### src/shared/fwbfc_pkg.sv
// constants, carriers and state records for the fifo watermark / bit framing control block
package fwbfc_pkg;

  // ----------------------------------------------------------------
  // register addresses on the host register port
  // ----------------------------------------------------------------
  localparam logic [5:0] ADDR_DATA_PORT = 6'h09;
  localparam logic [5:0] ADDR_FILL      = 6'h0A;
  localparam logic [5:0] ADDR_WARN      = 6'h0B;
  localparam logic [5:0] ADDR_MISC      = 6'h0C;
  localparam logic [5:0] ADDR_FRAME     = 6'h0D;

  // ----------------------------------------------------------------
  // reset values and field positions
  // ----------------------------------------------------------------
  localparam logic [5:0] WARN_RST       = 6'h08;
  localparam logic [7:0] MISC_RST       = 8'h00;
  localparam logic [7:0] FRAME_RST      = 8'h00;
  localparam int         WARN_W         = 6;
  localparam int         MISC_HALT_BIT  = 7;
  localparam int         MISC_LAUNCH_BIT = 6;
  localparam int         MISC_COPY_BIT  = 5;
  localparam int         MISC_ROLE_BIT  = 4;
  localparam int         FRAME_SEND_BIT = 7;
  localparam int         FRAME_ALIGN_LSB = 4;
  localparam int         FILL_FLUSH_BIT = 7;
  localparam int         BITCNT_W       = 3;

  // ----------------------------------------------------------------
  // buffer and identifier geometry
  // ----------------------------------------------------------------
  localparam int         BYTE_W         = 8;
  localparam int         LEVEL_W        = 7;
  localparam logic [6:0] FIFO_DEPTH     = 7'h40;
  localparam logic [3:0] ID_LAST_IDX    = 4'h9;
  localparam int         ID_W           = 80;
  localparam logic [2:0] LAST_BIT_POS   = 3'h7;

  // ----------------------------------------------------------------
  // carriers
  // ----------------------------------------------------------------
  typedef struct packed {
    logic       wr;
    logic       rd;
    logic [5:0] addr;
    logic [7:0] wdata;
  } fwbfc_req_t;

  typedef struct packed {
    logic       valid;
    logic [7:0] data;
  } fwbfc_byte_t;

  // control block state
  typedef struct packed {
    logic [5:0] warn;
    logic       role;
    logic       copy;
    logic [3:0] id_idx;
    logic [2:0] align;
    logic [2:0] txbits;
    logic [2:0] rxlast;
    logic [6:0] level;
    logic       halt;
    logic       launch;
    logic       send;
    logic       flush;
    logic       hi;
    logic       lo;
    logic [7:0] rdata;
    logic       rvalid;
    logic       fwr;
    logic [7:0] fdata;
  } fwbfc_ctrl_st_t;

  // receive bit packer state
  typedef struct packed {
    logic [2:0] pos;
    logic [7:0] acc;
    logic       bvalid;
    logic [7:0] bdata;
    logic [2:0] last;
    logic       done;
  } fwbfc_pack_st_t;

endpackage : fwbfc_pkg

### src/verilog/fwbfc_ctrl.sv
// fifo watermark, miscellaneous control and bit framing registers
`timescale 1ns/1ps
module fwbfc_ctrl
(
  // clock and reset
  input  wire logic                    clk,
  input  wire logic                    rstn,
  // host register port
  input  fwbfc_pkg::fwbfc_req_t        host_req,
  output logic [7:0]                   host_rdata,
  output logic                         host_rvalid,
  // fifo storage side
  output fwbfc_pkg::fwbfc_byte_t       fifo_wr,
  output logic                         fifo_rd_req,
  input  wire logic [7:0]              fifo_rd_data,
  output logic                         fifo_flush,
  input  wire logic                    tx_fifo_rd,
  // modem side
  input  wire logic                    transceive_active,
  input  wire logic                    rx_frame_start,
  input  wire logic                    rx_bit_valid,
  input  wire logic                    rx_bit,
  input  wire logic                    rx_frame_end,
  input  wire logic [79:0]             stored_identifier,
  // control outputs
  output logic                         timer_halt_strobe,
  output logic                         timer_launch_strobe,
  output logic                         transmit_trigger,
  output logic                         role_initiator,
  output logic [2:0]                   rx_first_bit_offset,
  output logic [2:0]                   tx_final_byte_bits,
  // status outputs
  output logic                         fifo_nearly_full_flag,
  output logic                         fifo_nearly_empty_flag,
  output logic [6:0]                   buffer_fill_count
);

  fwbfc_pkg::fwbfc_ctrl_st_t st_r;
  fwbfc_pkg::fwbfc_ctrl_st_t st_nxt;
  fwbfc_pkg::fwbfc_byte_t    pk_byte;
  logic [2:0]                pk_last;
  logic                      pk_done;
  logic                      full;
  logic                      rx_fwr;
  logic                      host_fwr;
  logic                      id_fwr;
  logic                      any_rd;

  // ----------------------------------------------------------------
  // helpers
  // ----------------------------------------------------------------
  // fill count step; one write and one read in the same cycle cancel
  function automatic logic [6:0] lvl_step(input logic [6:0] l, input logic inc, input logic dec);
    case ({inc, dec})
      2'b10:   return l + 7'h01;
      2'b01:   return l - 7'h01;
      default: return l;
    endcase
  endfunction : lvl_step

  function automatic logic is_wr(input fwbfc_pkg::fwbfc_req_t r, input logic [5:0] a);
    return r.wr && (r.addr == a);
  endfunction : is_wr

  // ----------------------------------------------------------------
  // receive bit packer
  // ----------------------------------------------------------------
  fwbfc_rx_packer u_packer
  (
    .clk         (clk),
    .rstn        (rstn),
    .frame_start (rx_frame_start),
    .bit_valid   (rx_bit_valid),
    .bit_in      (rx_bit),
    .frame_end   (rx_frame_end),
    .align       (st_r.align),
    .byte_o      (pk_byte),
    .last_bits   (pk_last),
    .done        (pk_done)
  );

  // ----------------------------------------------------------------
  // fifo write arbitration and read counting
  // ----------------------------------------------------------------
  // received bytes cannot wait, so they win; the identifier copy fills idle cycles
  assign full     = (st_r.level == fwbfc_pkg::FIFO_DEPTH);
  assign rx_fwr   = pk_byte.valid && !full;
  assign host_fwr = is_wr(host_req, fwbfc_pkg::ADDR_DATA_PORT) && !full && !rx_fwr;
  assign id_fwr   = st_r.copy && !full && !rx_fwr && !host_fwr;
  assign fifo_rd_req = host_req.rd && (host_req.addr == fwbfc_pkg::ADDR_DATA_PORT)
                       && (st_r.level != 7'h00);
  assign any_rd   = fifo_rd_req || (tx_fifo_rd && (st_r.level != 7'h00));

  // ----------------------------------------------------------------
  // next state
  // ----------------------------------------------------------------
  always_comb
  begin
    st_nxt        = st_r;
    st_nxt.halt   = 1'b0;
    st_nxt.launch = 1'b0;
    st_nxt.send   = 1'b0;
    st_nxt.flush  = 1'b0;
    st_nxt.rvalid = 1'b0;
    st_nxt.fwr    = 1'b0;
    // identifier copy sequencer, low byte first
    if (id_fwr)
    begin
      st_nxt.fwr   = 1'b1;
      st_nxt.fdata = stored_identifier[{st_r.id_idx, 3'h0} +: fwbfc_pkg::BYTE_W];
      if (st_r.id_idx == fwbfc_pkg::ID_LAST_IDX)
      begin
        st_nxt.copy   = 1'b0;
        st_nxt.id_idx = 4'h0;
      end
      else
        st_nxt.id_idx = st_r.id_idx + 4'h1;
    end
    else if (rx_fwr)
    begin
      st_nxt.fwr   = 1'b1;
      st_nxt.fdata = pk_byte.data;
    end
    else if (host_fwr)
    begin
      st_nxt.fwr   = 1'b1;
      st_nxt.fdata = host_req.wdata;
    end
    // register writes; reserved bits are simply not stored
    if (is_wr(host_req, fwbfc_pkg::ADDR_WARN))
      st_nxt.warn = host_req.wdata[fwbfc_pkg::WARN_W-1:0];
    else if (is_wr(host_req, fwbfc_pkg::ADDR_MISC))
    begin
      st_nxt.halt   = host_req.wdata[fwbfc_pkg::MISC_HALT_BIT];
      st_nxt.launch = host_req.wdata[fwbfc_pkg::MISC_LAUNCH_BIT];
      st_nxt.role   = host_req.wdata[fwbfc_pkg::MISC_ROLE_BIT];
      if (host_req.wdata[fwbfc_pkg::MISC_COPY_BIT])
        st_nxt.copy = 1'b1;
    end
    else if (is_wr(host_req, fwbfc_pkg::ADDR_FRAME))
    begin
      st_nxt.send   = host_req.wdata[fwbfc_pkg::FRAME_SEND_BIT] && transceive_active;
      st_nxt.align  = host_req.wdata[fwbfc_pkg::FRAME_ALIGN_LSB +: fwbfc_pkg::BITCNT_W];
      st_nxt.txbits = host_req.wdata[fwbfc_pkg::BITCNT_W-1:0];
    end
    else if (is_wr(host_req, fwbfc_pkg::ADDR_FILL))
      st_nxt.flush  = host_req.wdata[fwbfc_pkg::FILL_FLUSH_BIT];
    // fill count; a flush empties the buffer outright
    if (st_nxt.flush)
      st_nxt.level = 7'h00;
    else
      st_nxt.level = lvl_step(st_r.level, rx_fwr || host_fwr || id_fwr, any_rd);
    // last received byte bit count
    if (pk_done)
      st_nxt.rxlast = pk_last;
    // alerts track the new count so they never lag the fill register
    st_nxt.hi = ((fwbfc_pkg::FIFO_DEPTH - st_nxt.level) <= {1'b0, st_nxt.warn});
    st_nxt.lo = (st_nxt.level <= {1'b0, st_nxt.warn});
    // read mux; strobes and reserved bits read as zero, unmapped reads zero
    if (host_req.rd)
    begin
      st_nxt.rvalid = 1'b1;
      if (host_req.addr == fwbfc_pkg::ADDR_DATA_PORT)
        st_nxt.rdata = fifo_rd_data;
      else if (host_req.addr == fwbfc_pkg::ADDR_FILL)
        st_nxt.rdata = {1'b0, st_r.level};
      else if (host_req.addr == fwbfc_pkg::ADDR_WARN)
        st_nxt.rdata = {2'b00, st_r.warn};
      else if (host_req.addr == fwbfc_pkg::ADDR_MISC)
        st_nxt.rdata = {2'b00, st_r.copy, st_r.role, 1'b0, st_r.rxlast};
      else if (host_req.addr == fwbfc_pkg::ADDR_FRAME)
        st_nxt.rdata = {1'b0, st_r.align, 1'b0, st_r.txbits};
      else
        st_nxt.rdata = 8'h00;
    end
  end

  // ----------------------------------------------------------------
  // state register
  // ----------------------------------------------------------------
  always_ff @(posedge clk or negedge rstn)
  begin
    if (!rstn)
    begin
      st_r        <= '0;
      st_r.warn   <= fwbfc_pkg::WARN_RST;
      st_r.lo     <= 1'b1;
      st_r.hi     <= 1'b0;
    end
    else
      st_r <= st_nxt;
  end

  // ----------------------------------------------------------------
  // outputs
  // ----------------------------------------------------------------
  assign host_rdata             = st_r.rdata;
  assign host_rvalid            = st_r.rvalid;
  assign fifo_wr.valid          = st_r.fwr;
  assign fifo_wr.data           = st_r.fdata;
  assign fifo_flush             = st_r.flush;
  assign timer_halt_strobe      = st_r.halt;
  assign timer_launch_strobe    = st_r.launch;
  assign transmit_trigger       = st_r.send;
  assign role_initiator         = st_r.role;
  assign rx_first_bit_offset    = st_r.align;
  assign tx_final_byte_bits     = st_r.txbits;
  assign fifo_nearly_full_flag  = st_r.hi;
  assign fifo_nearly_empty_flag = st_r.lo;
  assign buffer_fill_count      = st_r.level;

  // ----------------------------------------------------------------
  // checks
  // ----------------------------------------------------------------
  // counts identifier bytes pushed during one copy run
  logic [4:0] copy_cnt_r;
  always_ff @(posedge clk or negedge rstn)
  begin
    if (!rstn)
      copy_cnt_r <= 5'h00;
    else if (id_fwr)
      copy_cnt_r <= copy_cnt_r + 5'h01;
    else if (!st_r.copy)
      copy_cnt_r <= 5'h00;
  end
endmodule : fwbfc_ctrl

### src/verilog/fwbfc_rx_packer.sv
// receive bit packer: places serial bits into bytes from a programmable start position
`timescale 1ns/1ps
module fwbfc_rx_packer
(
  // clock and reset
  input  wire logic                 clk,
  input  wire logic                 rstn,
  // bit stream from the receiver
  input  wire logic                 frame_start,
  input  wire logic                 bit_valid,
  input  wire logic                 bit_in,
  input  wire logic                 frame_end,
  input  wire logic [2:0]           align,
  // packed bytes and last byte bit count
  output fwbfc_pkg::fwbfc_byte_t    byte_o,
  output logic [2:0]                last_bits,
  output logic                      done
);

  fwbfc_pkg::fwbfc_pack_st_t st_r;
  fwbfc_pkg::fwbfc_pack_st_t st_nxt;
  logic [2:0]                pos_eff;
  logic [7:0]                acc_eff;

  // ----------------------------------------------------------------
  // packing
  // ----------------------------------------------------------------
  // a frame start re-seeds the position so a stale partial byte never leaks
  always_comb
  begin
    st_nxt        = st_r;
    st_nxt.bvalid = 1'b0;
    st_nxt.done   = 1'b0;
    pos_eff       = frame_start ? align : st_r.pos;
    acc_eff       = frame_start ? 8'h00 : st_r.acc;
    if (bit_valid)
    begin
      acc_eff[pos_eff] = bit_in;
      if (pos_eff == fwbfc_pkg::LAST_BIT_POS)
      begin
        st_nxt.bvalid = 1'b1;
        st_nxt.bdata  = acc_eff;
        st_nxt.acc    = 8'h00;
        st_nxt.pos    = 3'h0;
      end
      else
      begin
        st_nxt.acc = acc_eff;
        st_nxt.pos = pos_eff + 3'h1;
      end
    end
    else
    begin
      st_nxt.acc = acc_eff;
      st_nxt.pos = pos_eff;
    end
    // a partial byte is flushed at frame end; zero means a whole byte
    if (frame_end)
    begin
      st_nxt.done = 1'b1;
      st_nxt.last = st_nxt.pos;
      if (st_nxt.pos != 3'h0)
      begin
        st_nxt.bvalid = 1'b1;
        st_nxt.bdata  = st_nxt.acc;
      end
      st_nxt.acc = 8'h00;
      st_nxt.pos = 3'h0;
    end
  end

  always_ff @(posedge clk or negedge rstn)
  begin
    if (!rstn)
      st_r <= '0;
    else
      st_r <= st_nxt;
  end

  assign byte_o.valid = st_r.bvalid;
  assign byte_o.data  = st_r.bdata;
  assign last_bits    = st_r.last;
  assign done         = st_r.done;
endmodule : fwbfc_rx_packer

### config.mk
export PLATFORM = sky130hd
export DESIGN_NAME = fwbfc_ctrl
export DESIGN_NICKNAME = d
export VERILOG_FILES = /design/src/shared/fwbfc_pkg.sv /design/src/verilog/fwbfc_ctrl.sv /design/src/verilog/fwbfc_rx_packer.sv
export SDC_FILE = /design/constraint.sdc
export NUM_CORES = 1
export LEC_CHECK = 0
export BUFFER_PORTS_ARGS = -buffer_cell sky130_fd_sc_hd__buf_4
export CAP_MARGIN = 20
export CELL_PAD_IN_SITES_DETAIL_PLACEMENT = 1
export CELL_PAD_IN_SITES_GLOBAL_PLACEMENT = 2
export CORE_UTILIZATION = 35
export CTS_BUF_LIST = sky130_fd_sc_hd__clkbuf_16
export CTS_CLUSTER_DIAMETER = 30
export DETAILED_ROUTE_END_ITERATION = 8
export PLACE_DENSITY = 0.92
export SETUP_SLACK_MARGIN = 0.2
export SYNTH_ARGS = -nofsm -noshare
export SYNTH_HDL_FRONTEND = slang
export SYNTH_HIERARCHICAL = 1
export SYNTH_SLANG_ARGS = --single-unit
### constraint.sdc
create_clock -name clk -period 11.3 [get_ports clk]
set_input_delay 0 -clock clk [delete_from_list [all_inputs] [get_ports clk]]
set_output_delay 0 -clock clk [all_outputs]
set_load 0.005 [all_outputs]
==> results of run 1 <==
==> state kept, by name, indices dropped and copies added, names as in the netlist, 3 cells and up <==
| signal | flops |
|---|---|
| u_packer/last_bits | 3 |
| fifo_wr | 9 |
| st_r | 14 |
| buffer_fill_count | 7 |
| tx_final_byte_bits | 3 |
| u_packer/byte_o | 9 |
| rx_first_bit_offset | 3 |
| host_rdata | 8 |
| u_packer/st_r | 11 |
==> placed cells by master, fill, tap and decap left out, types with 4 or more instances in the layout <==
cell / Yosys / final
nor2_1: 43 / 43
nand3_1: 9 / 9
o22ai_1: 9 / 9
mux4_2: 16 / 16
dlygate4sd3_1: 0 / 22
mux2i_1: 35 / 35
nand2b_1: 18 / 18
xnor2_1: 7 / 7
mux2_2: 11 / 11
inv_1: 21 / 22
a21oi_1: 36 / 36
buf_4: 45 / 152
nor3_1: 5 / 5
dfrtp_1: 74 / 74
o21ai_0: 23 / 23
nand2_1: 31 / 31
o221ai_1: 9 / 9
and3_1: 5 / 5
and4bb_2: 4 / 4
o21a_1: 7 / 7
a21o_1: 4 / 4
clkbuf_16: 0 / 9
nor4b_1: 11 / 11
ha_1: 20 / 20
nor4_1: 4 / 4
nand4b_1: 4 / 4
nor2b_1: 4 / 4
a32o_1: 5 / 5
a222oi_1: 6 / 6
a211oi_1: 6 / 6
==> per-layer routing <==
layer | wire (um) | up-vias | global-route usage [%]
met2 | 8930 | 161 | 38.1
met1 | 7990 | 2492 | 28.8
met5 | 0 | - | 0
met4 | 311 | 0 | 5.81
met3 | 920 | 23 | 4.55
li1 | - | 2279 | -
==> area by class of cell <==
type | count | area share [%]
Inverter | 22 | 1.25
Tap cell | 211 | 3.76
Timing Repair Buffer | 175 | 19.8
Clock buffer | 9 | 3.21
Sequential cell | 76 | 27.1
Clock inverter | 7 | 0.837
Multi-Input combinational cell | 393 | 44.1
==> cells by family (layout without fill, tap and decap cells) <==
logic type | count (synthesis) | in the layout
DFF | 76 | 76
muxes | 65 | 65
buffers and inverters | 100 | 213
xor gates and xnor gates | 10 | 10
AOI/OAI and AO/OA | 128 | 128
adders and majority gates | 21 | 21
and+or+nand+nor | 169 | 169
==> power by group through the flow <==
stage / registers (mW) / clock network, mW / logic [mW]
after floorplan: 0.359 / 0 / 0.474
after global placement: 0.408 / 0 / 0.569
after detailed placement: 0.412 / 0 / 0.596
after CTS: 0.409 / 0.287 / 0.607
after global routing: 0.419 / 0.299 / 0.671
final: 0.409 / 0.281 / 0.604
==> synth_stat cells, types with 16 or more instances <==
master,instances
a21oi_1,36
buf_4,45
clkbuf_1,22
dfrtp_1,74
ha_1,20
inv_1,21
mux2i_1,35
mux4_2,16
nand2_1,31
nand2b_1,18
nor2_1,43
o21ai_0,23
==> path summary, 6_finish.rpt <==
kind	cells past startpoint	slack, ns	to
max	18	6.49	fifo_nearly_full_flag
min	3	0.05	host_rdata[3]
max reg2reg	18	6.49	fifo_nearly_full_flag
min reg2reg	1	0.51	fifo_wr[6]
max in group asynchronous	3	10.60	st_r[49]
min in group asynchronous	2	0.08	fifo_nearly_full_flag
==> critical path: stages, from the launching register on <==
cell and delay [ns]:
dfrtp_1 0.47, nor2_1 0.16, nand4_1 0.38, o31a_1 0.30, inv_1 0.23, ha_1 0.40, inv_1 0.13, fa_1 0.42
nor2b_1 0.21, o21ai_0 0.12, a211o_1 0.28, a21oi_1 0.46, nor3b_1 0.15, xnor2_1 0.18, ha_1 0.33, o21a_1 0.12
o22ai_1 0.14, a21oi_1 0.06, nor3_1 0.18
==> through the flow <==
| stage | util (%) | hold slack (ns) |
|---|---|---|
| after global routing | 45.7 | 0.0619 |
| after floorplan | - | -0.296 |
| after global placement | 42.2 | 0.239 |
| after CTS | 45.5 | 0.0408 |
| after detailed placement | 42.2 | 0.247 |
| final | 45.7 | 0.0504 |
==> flow_summary.yaml, run 1 <==
die:
  rows: 45
  start_util_pct: 36.2
  fp.dieW_um: 128
  dieArea_sq_um: 16400
  die_y_um: 128
  ios: 151
  placeableCoreArea_sq_um: 15400
routing:
  drc: 0
  drt_iter0_drc: 295
  finalWirelength_mm: 18.2
  drt-pass1-iter-count: 7
  post_drt_wl_per_cell_um: 20.3
  viasPerCell: 5.55
  ant_nets: 0
  vias: 4955
grt:
  antenna_found_initial: 0
  grt_max_degree: 77
  grt_usage_pct: 22.3
  first_global_vias: 5312
  grt_pass1_wl_mm: 28.3
  grt-ovfl-total: 0
timing:
  worst_slew_pin_slew_ns: 1.15
  finalHoldViolCount: 0
  rsz0062_at_grt: "false"
  timing.final.max_slew_violations: 0
  finalSetupViolCount: 0
  period_share_pct: 42.5
  clock.fmax_mhz: 208
  slew_headroom_pct: 23.0
  setup_tns_ns: 0
  final.min_clock_period_ns: 4.81
  fin_ws_ns: 6.49
  fin_skew_ns: 0.00423
synth:
  yosysSeqAreaShare_pct: 34.2
  yosys_most_used_dff: "dfrtp_1"
  ys_warn_count: 6
  yosys.area.top_type: "dfrtp_1"
  ys_seq_elements: 76
  synth-simple-area-share_pct: 18.0
  synth-compound-area-share_pct: 15.5
  synthArstFlopShare_pct: 100
  yosysTopAreaCellShare_pct: 33.3
  synth_xor_area_share_pct: 1.57
  syn_inst: 569
  syn_area_sq_um: 5570
  ys_top_cells_by_area: "dfrtp_1 (33%), mux4_2 (6.5%), mux2i_1 (6.3%), buf_4 (6.1%), ha_1 (4.5%)"
  synth.area.mux_share_pct: 15.7
  synth_top_family_by_area: "simple AND/OR/NAND/NOR gates"
  ys_types: 71
  synthAdderAreaFrac_pct: 4.86
  synth_enable_flop_cells: 0
  syn_avg_cell_area_sq_um: 9.78
  syn_nets: 702
clock_tree:
  h-tree-depth: 3
  clkSinkCount: 76
  cts.path.max_buffers: 2
  numCtsBuffers: 9
  clk_latency_ns: 0.34
  hold_buffers: 22
  cts_tree: "built"
  clk_pin_slew_ns: 0.06
  clock-root-buffer: "clkbuf_16"
  cts_resized: 0
  post-cts-setup-buffers: 0
pwr:
  swShare_pct: 38.4
  clockPowerShare_pct: 21.7
  power_frac_comb_pct: 46.7
  peakVddDrop_v: 0.0000916
  power_leakage_nw: 3.22
  p_switching_mw: 0.497
  power_mw: 1.29
  seq_power_share_pct: 31.6
  internal-power_mw: 0.797
  power_density_nw_per_um2: 184
final_layout:
  multi_input_area_sq_um: 3090
  drive_above_1_share_pct: 31.1
  final-instance-count-excl-fill: 893
  fillers: 1751
  diodes: 0
  regArea_sq_um: 1900
  post-route-cell-area_sq_um: 7020
  syn2layout_area_growth_pct: 26.2
  nets: 810
critical_path:
  critPathLaunchType: "register"
  setup.worst_path.start: "buffer_fill_count[0]"
  worstPathMaxFanout: 10
  required_ns: 11.56
  crit_arrival_ns: 5.06
  worstReg2RegStart: "buffer_fill_count[0]"
  worstSetupEndpointType: "register"
  critPathKind: "register to register"
status:
  status: "completed"
placed_design:
  dp_slack_ns: 6.53
  dp.cells: 854
  hpwl_mm: 13.4
  io_buffers: 150
  placed_area_sq_um: 6490
  gp_congestion: 0.826
worst_hold_path:
  hp-start: "fifo_rd_data[3]"
  hold_path.class: "input pin to register"
run:
  drv_cap: 0
Note: power is estimated with default switching activity, not from simulation.
==> inputs of run 2 (changes only) <==
ABC_AREA = 1   (was not set)
CORE_UTILIZATION = 26   (was 35)
PLACE_DENSITY = 0.82   (was 0.92)
clock period = 4 ns   (was 11.3 ns; I/O delays follow)
==> run 2 against run 1 <==
Compared with the run above: flip-flop and latch count stayed put; core utilization is 9.9 points lower; register-to-register slack got worse by 6.1 ns; clock power rose to 2.6 times the previous value; largest cell class unchanged.
==> flow_summary.yaml, run 2 <==
routing:
  ant_nets: 0
  drt_iter0_drc: 190
  viasPerCell: 4.66
  drt-pass1-iter-count: 4
  post_drt_wl_per_cell_um: 16.2
  vias: 5623
  finalWirelength_mm: 19.5
  drc: 0
synth:
  yosys.area.top_type: "dfrtp_1"
  ys_warn_count: 6
  yosys_most_used_dff: "dfrtp_1"
  ys_seq_elements: 76
  synthArstFlopShare_pct: 100
  synth.cells.most_frequent: "nand2_1 (215), nand3_1 (99), inv_1 (82)"
  yosysMostFrequentCell: "nand2_1"
  synth_enable_flop_cells: 0
  yosysTopAreaCellShare_pct: 33.5
  yosysSeqAreaShare_pct: 34.4
  syn_inst: 790
  syn_avg_cell_area_sq_um: 7.00
  ys_types: 41
  ys_top_cells_by_area: "dfrtp_1 (33%), nand2_1 (15%), nand3_1 (9.0%), buf_4 (6.1%), inv_1 (5.6%)"
  syn_area_sq_um: 5530
  syn_nets: 923
timing:
  timing.final.max_slew_violations: 0
  rsz0062_at_grt: "true"
  final.min_clock_period_ns: 3.60
  finalSetupViolCount: 0
  worst_slew_pin_slew_ns: 0.947
  setup_tns_ns: 0
  period_share_pct: 90.1
  clock.fmax_mhz: 277
  fin_skew_ns: 0.00964
  finalHoldViolCount: 0
  slew_headroom_pct: 36.9
critical_path:
  worstPathMaxFanout: 4
  crit_arrival_ns: 3.89
  reg2reg_depth: 24
  required_ns: 4.28
  setup.worst_path.start: "buffer_fill_count[5]"
  r2r_slack_ns: 0.40
  worstReg2RegStart: "buffer_fill_count[5]"
  critPathLaunchType: "register"
  timing.rr.end: "fifo_nearly_full_flag"
  worstSetupEndpoint: "fifo_nearly_full_flag"
  critPathKind: "register to register"
  worstSetupEndpointType: "register"
clock_tree:
  numCtsBuffers: 9
  clkSinkCount: 76
  clock-root-buffer: "clkbuf_16"
  cts_tree: "built"
  clk_pin_slew_ns: 0.06
  h-tree-depth: 3
  clk_latency_ns: 0.35
  cts.path.max_buffers: 2
worst_hold_path:
  hold_path.class: "input pin to register"
  hp-start: "fifo_rd_data[1]"
final_layout:
  largestRegisters: "st_r x14, u_packer/st_r x11"
  fillers: 2596
  regMostFlops: "st_r"
  final_common_cell: "nand2_1"
  largest_register_ffs: 14
  drive_above_1_share_pct: 25.8
  nets: 1065
  final_cell_mix: "nand2_1 (208), buf_4 (171), nand3_1 (98)"
  final-instance-count-excl-fill: 1207
  syn2layout_area_growth_pct: 32.9
  multi_input_area_sq_um: 3000
  diodes: 0
  regArea_sq_um: 1910
die:
  placeableCoreArea_sq_um: 20600
  rows: 52
  fp.dieW_um: 148
  dieArea_sq_um: 21900
  start_util_pct: 26.9
  ios: 151
  die_y_um: 148
pwr:
  power_leakage_nw: 3.75
  peakVddDrop_v: 0.000199
  power_density_nw_per_um2: 528
grt:
  first_global_vias: 5859
  grt_pass1_wl_mm: 31.2
  grt_max_degree: 49
  grt-ovfl-total: 0
  antenna_found_initial: 0
  grt_usage_pct: 18.3
run:
  drv_cap: 0
placed_design:
  io_buffers: 150
  dp.cells: 1159
  hpwl_mm: 14.8
  gp_congestion: 0.825
status:
  status: "completed"
## run 2: changes by cell type in the layout (fill, tap and decap cells not counted), sizes merged, moves of 12 or more
cell | previous run | this run
o21ai | 23 | 45
nand2b | 18 | 0
mux4 | 16 | 0
nand4 | 3 | 17
buf | 153 | 172
inv | 22 | 88
nand2 | 31 | 225
nor2 | 44 | 64
mux2 | 13 | 0
mux2i | 36 | 0
nor4b | 12 | 0
o211ai | 1 | 15
nand3 | 9 | 100
## run 2: repair_timing
item / in CTS / in global routing
endpoints found under the setup margin: 2 / 2
hold endpoints to repair: 53 / 0
hold buffers: 20 / 0
gates resized for setup: 12 / 31
buffers inserted: 6 / 6
pin swaps: 1 / 13
## run 2: cell type report
cell class	count	share of cell area, %
sequential	76	25.9
timing repair buffer	192	20.3
clock buffer	9	3.06
clock inverter	7	0.511
tap	270	4.59
multi-input combinational	561	40.8
inverter	92	4.80
## run 2: worst min path at each step
stage / cells past startpoint / slack [ns] / end
after floorplan: 0 / -0.30 / buffer_fill_count[0]
after detailed placement: 1 / -0.02 / fifo_nearly_full_flag
after global routing: 5 / 0.05 / fifo_wr[0]
after global placement: 1 / -0.03 / fifo_nearly_full_flag
after CTS: 5 / 0.0006 / host_rdata[1]
final: 5 / 0.02 / host_rdata[1]
## run 2: critical path, stage by stage (launching register included)
cell	delay, ns
dfrtp_1	0.38
or2_4	0.27
nor3_4	0.24
nor2_1	0.10
nand2_4	0.11
nand2_4	0.07
inv_8	0.06
ha_4	0.13
inv_2	0.04
fa_1	0.43
inv_2	0.09
nand2_1	0.05
nand3_1	0.07
nand2_1	0.10
nand2_2	0.11
nand3_1	0.12
nor2_1	0.14
nand2_1	0.11
xnor2_2	0.14
ha_1	0.32
a21oi_2	0.14
o21ai_1	0.07
o21ai_1	0.07
nand2_1	0.06
nor2_1	0.09
## run 2: where the power goes
part           leakage [nW]  internal (mW)  total [mW]  switching (mW)
Sequential            0.947          0.920        1.10           0.178
Clock                 0.135          0.412       0.738           0.326
Combinational          2.67          0.873        2.05            1.18
## run 2: metrics by stage
step	setup WS, ns	power, mW	hold WS [ns]	instance area (sq um)	util [%]
finish	0.395	3.88	0.0202	7350	35.8
global route	0.125	4.24	0.0484	7350	35.8
CTS	0.200	3.78	0.000562	7210	35.0
detailed placement	0.0511	2.93	-0.0243	6650	32.3
global placement	0.172	2.89	-0.0288	6650	32.3
floorplan	0.329	2.34	-0.296	5530	-
## run 2: layer usage
layer | wire length, um | vias to the layer above | global-route usage [%]
met5 | 0 | - | 0
met4 | 204 | 0 | 4.33
met3 | 802 | 15 | 3.27
met2 | 9500 | 105 | 31.1
met1 | 9030 | 2671 | 24.0
li1 | - | 2832 | -
## run 2: kinds of logic (layout without fill, tap and decap cells)
| group | Yosys count | in the layout | share of synthesized area, % |
|---|---|---|---|
| xor+xnor | 9 | 9 | 1.43 |
| simple gates | 427 | 427 | 34.4 |
| buf+inv | 153 | 300 | 13.9 |
| fa+ha+maj | 21 | 21 | 4.89 |
| compound gates | 104 | 104 | 11.0 |
| flops | 76 | 76 | 34.4 |
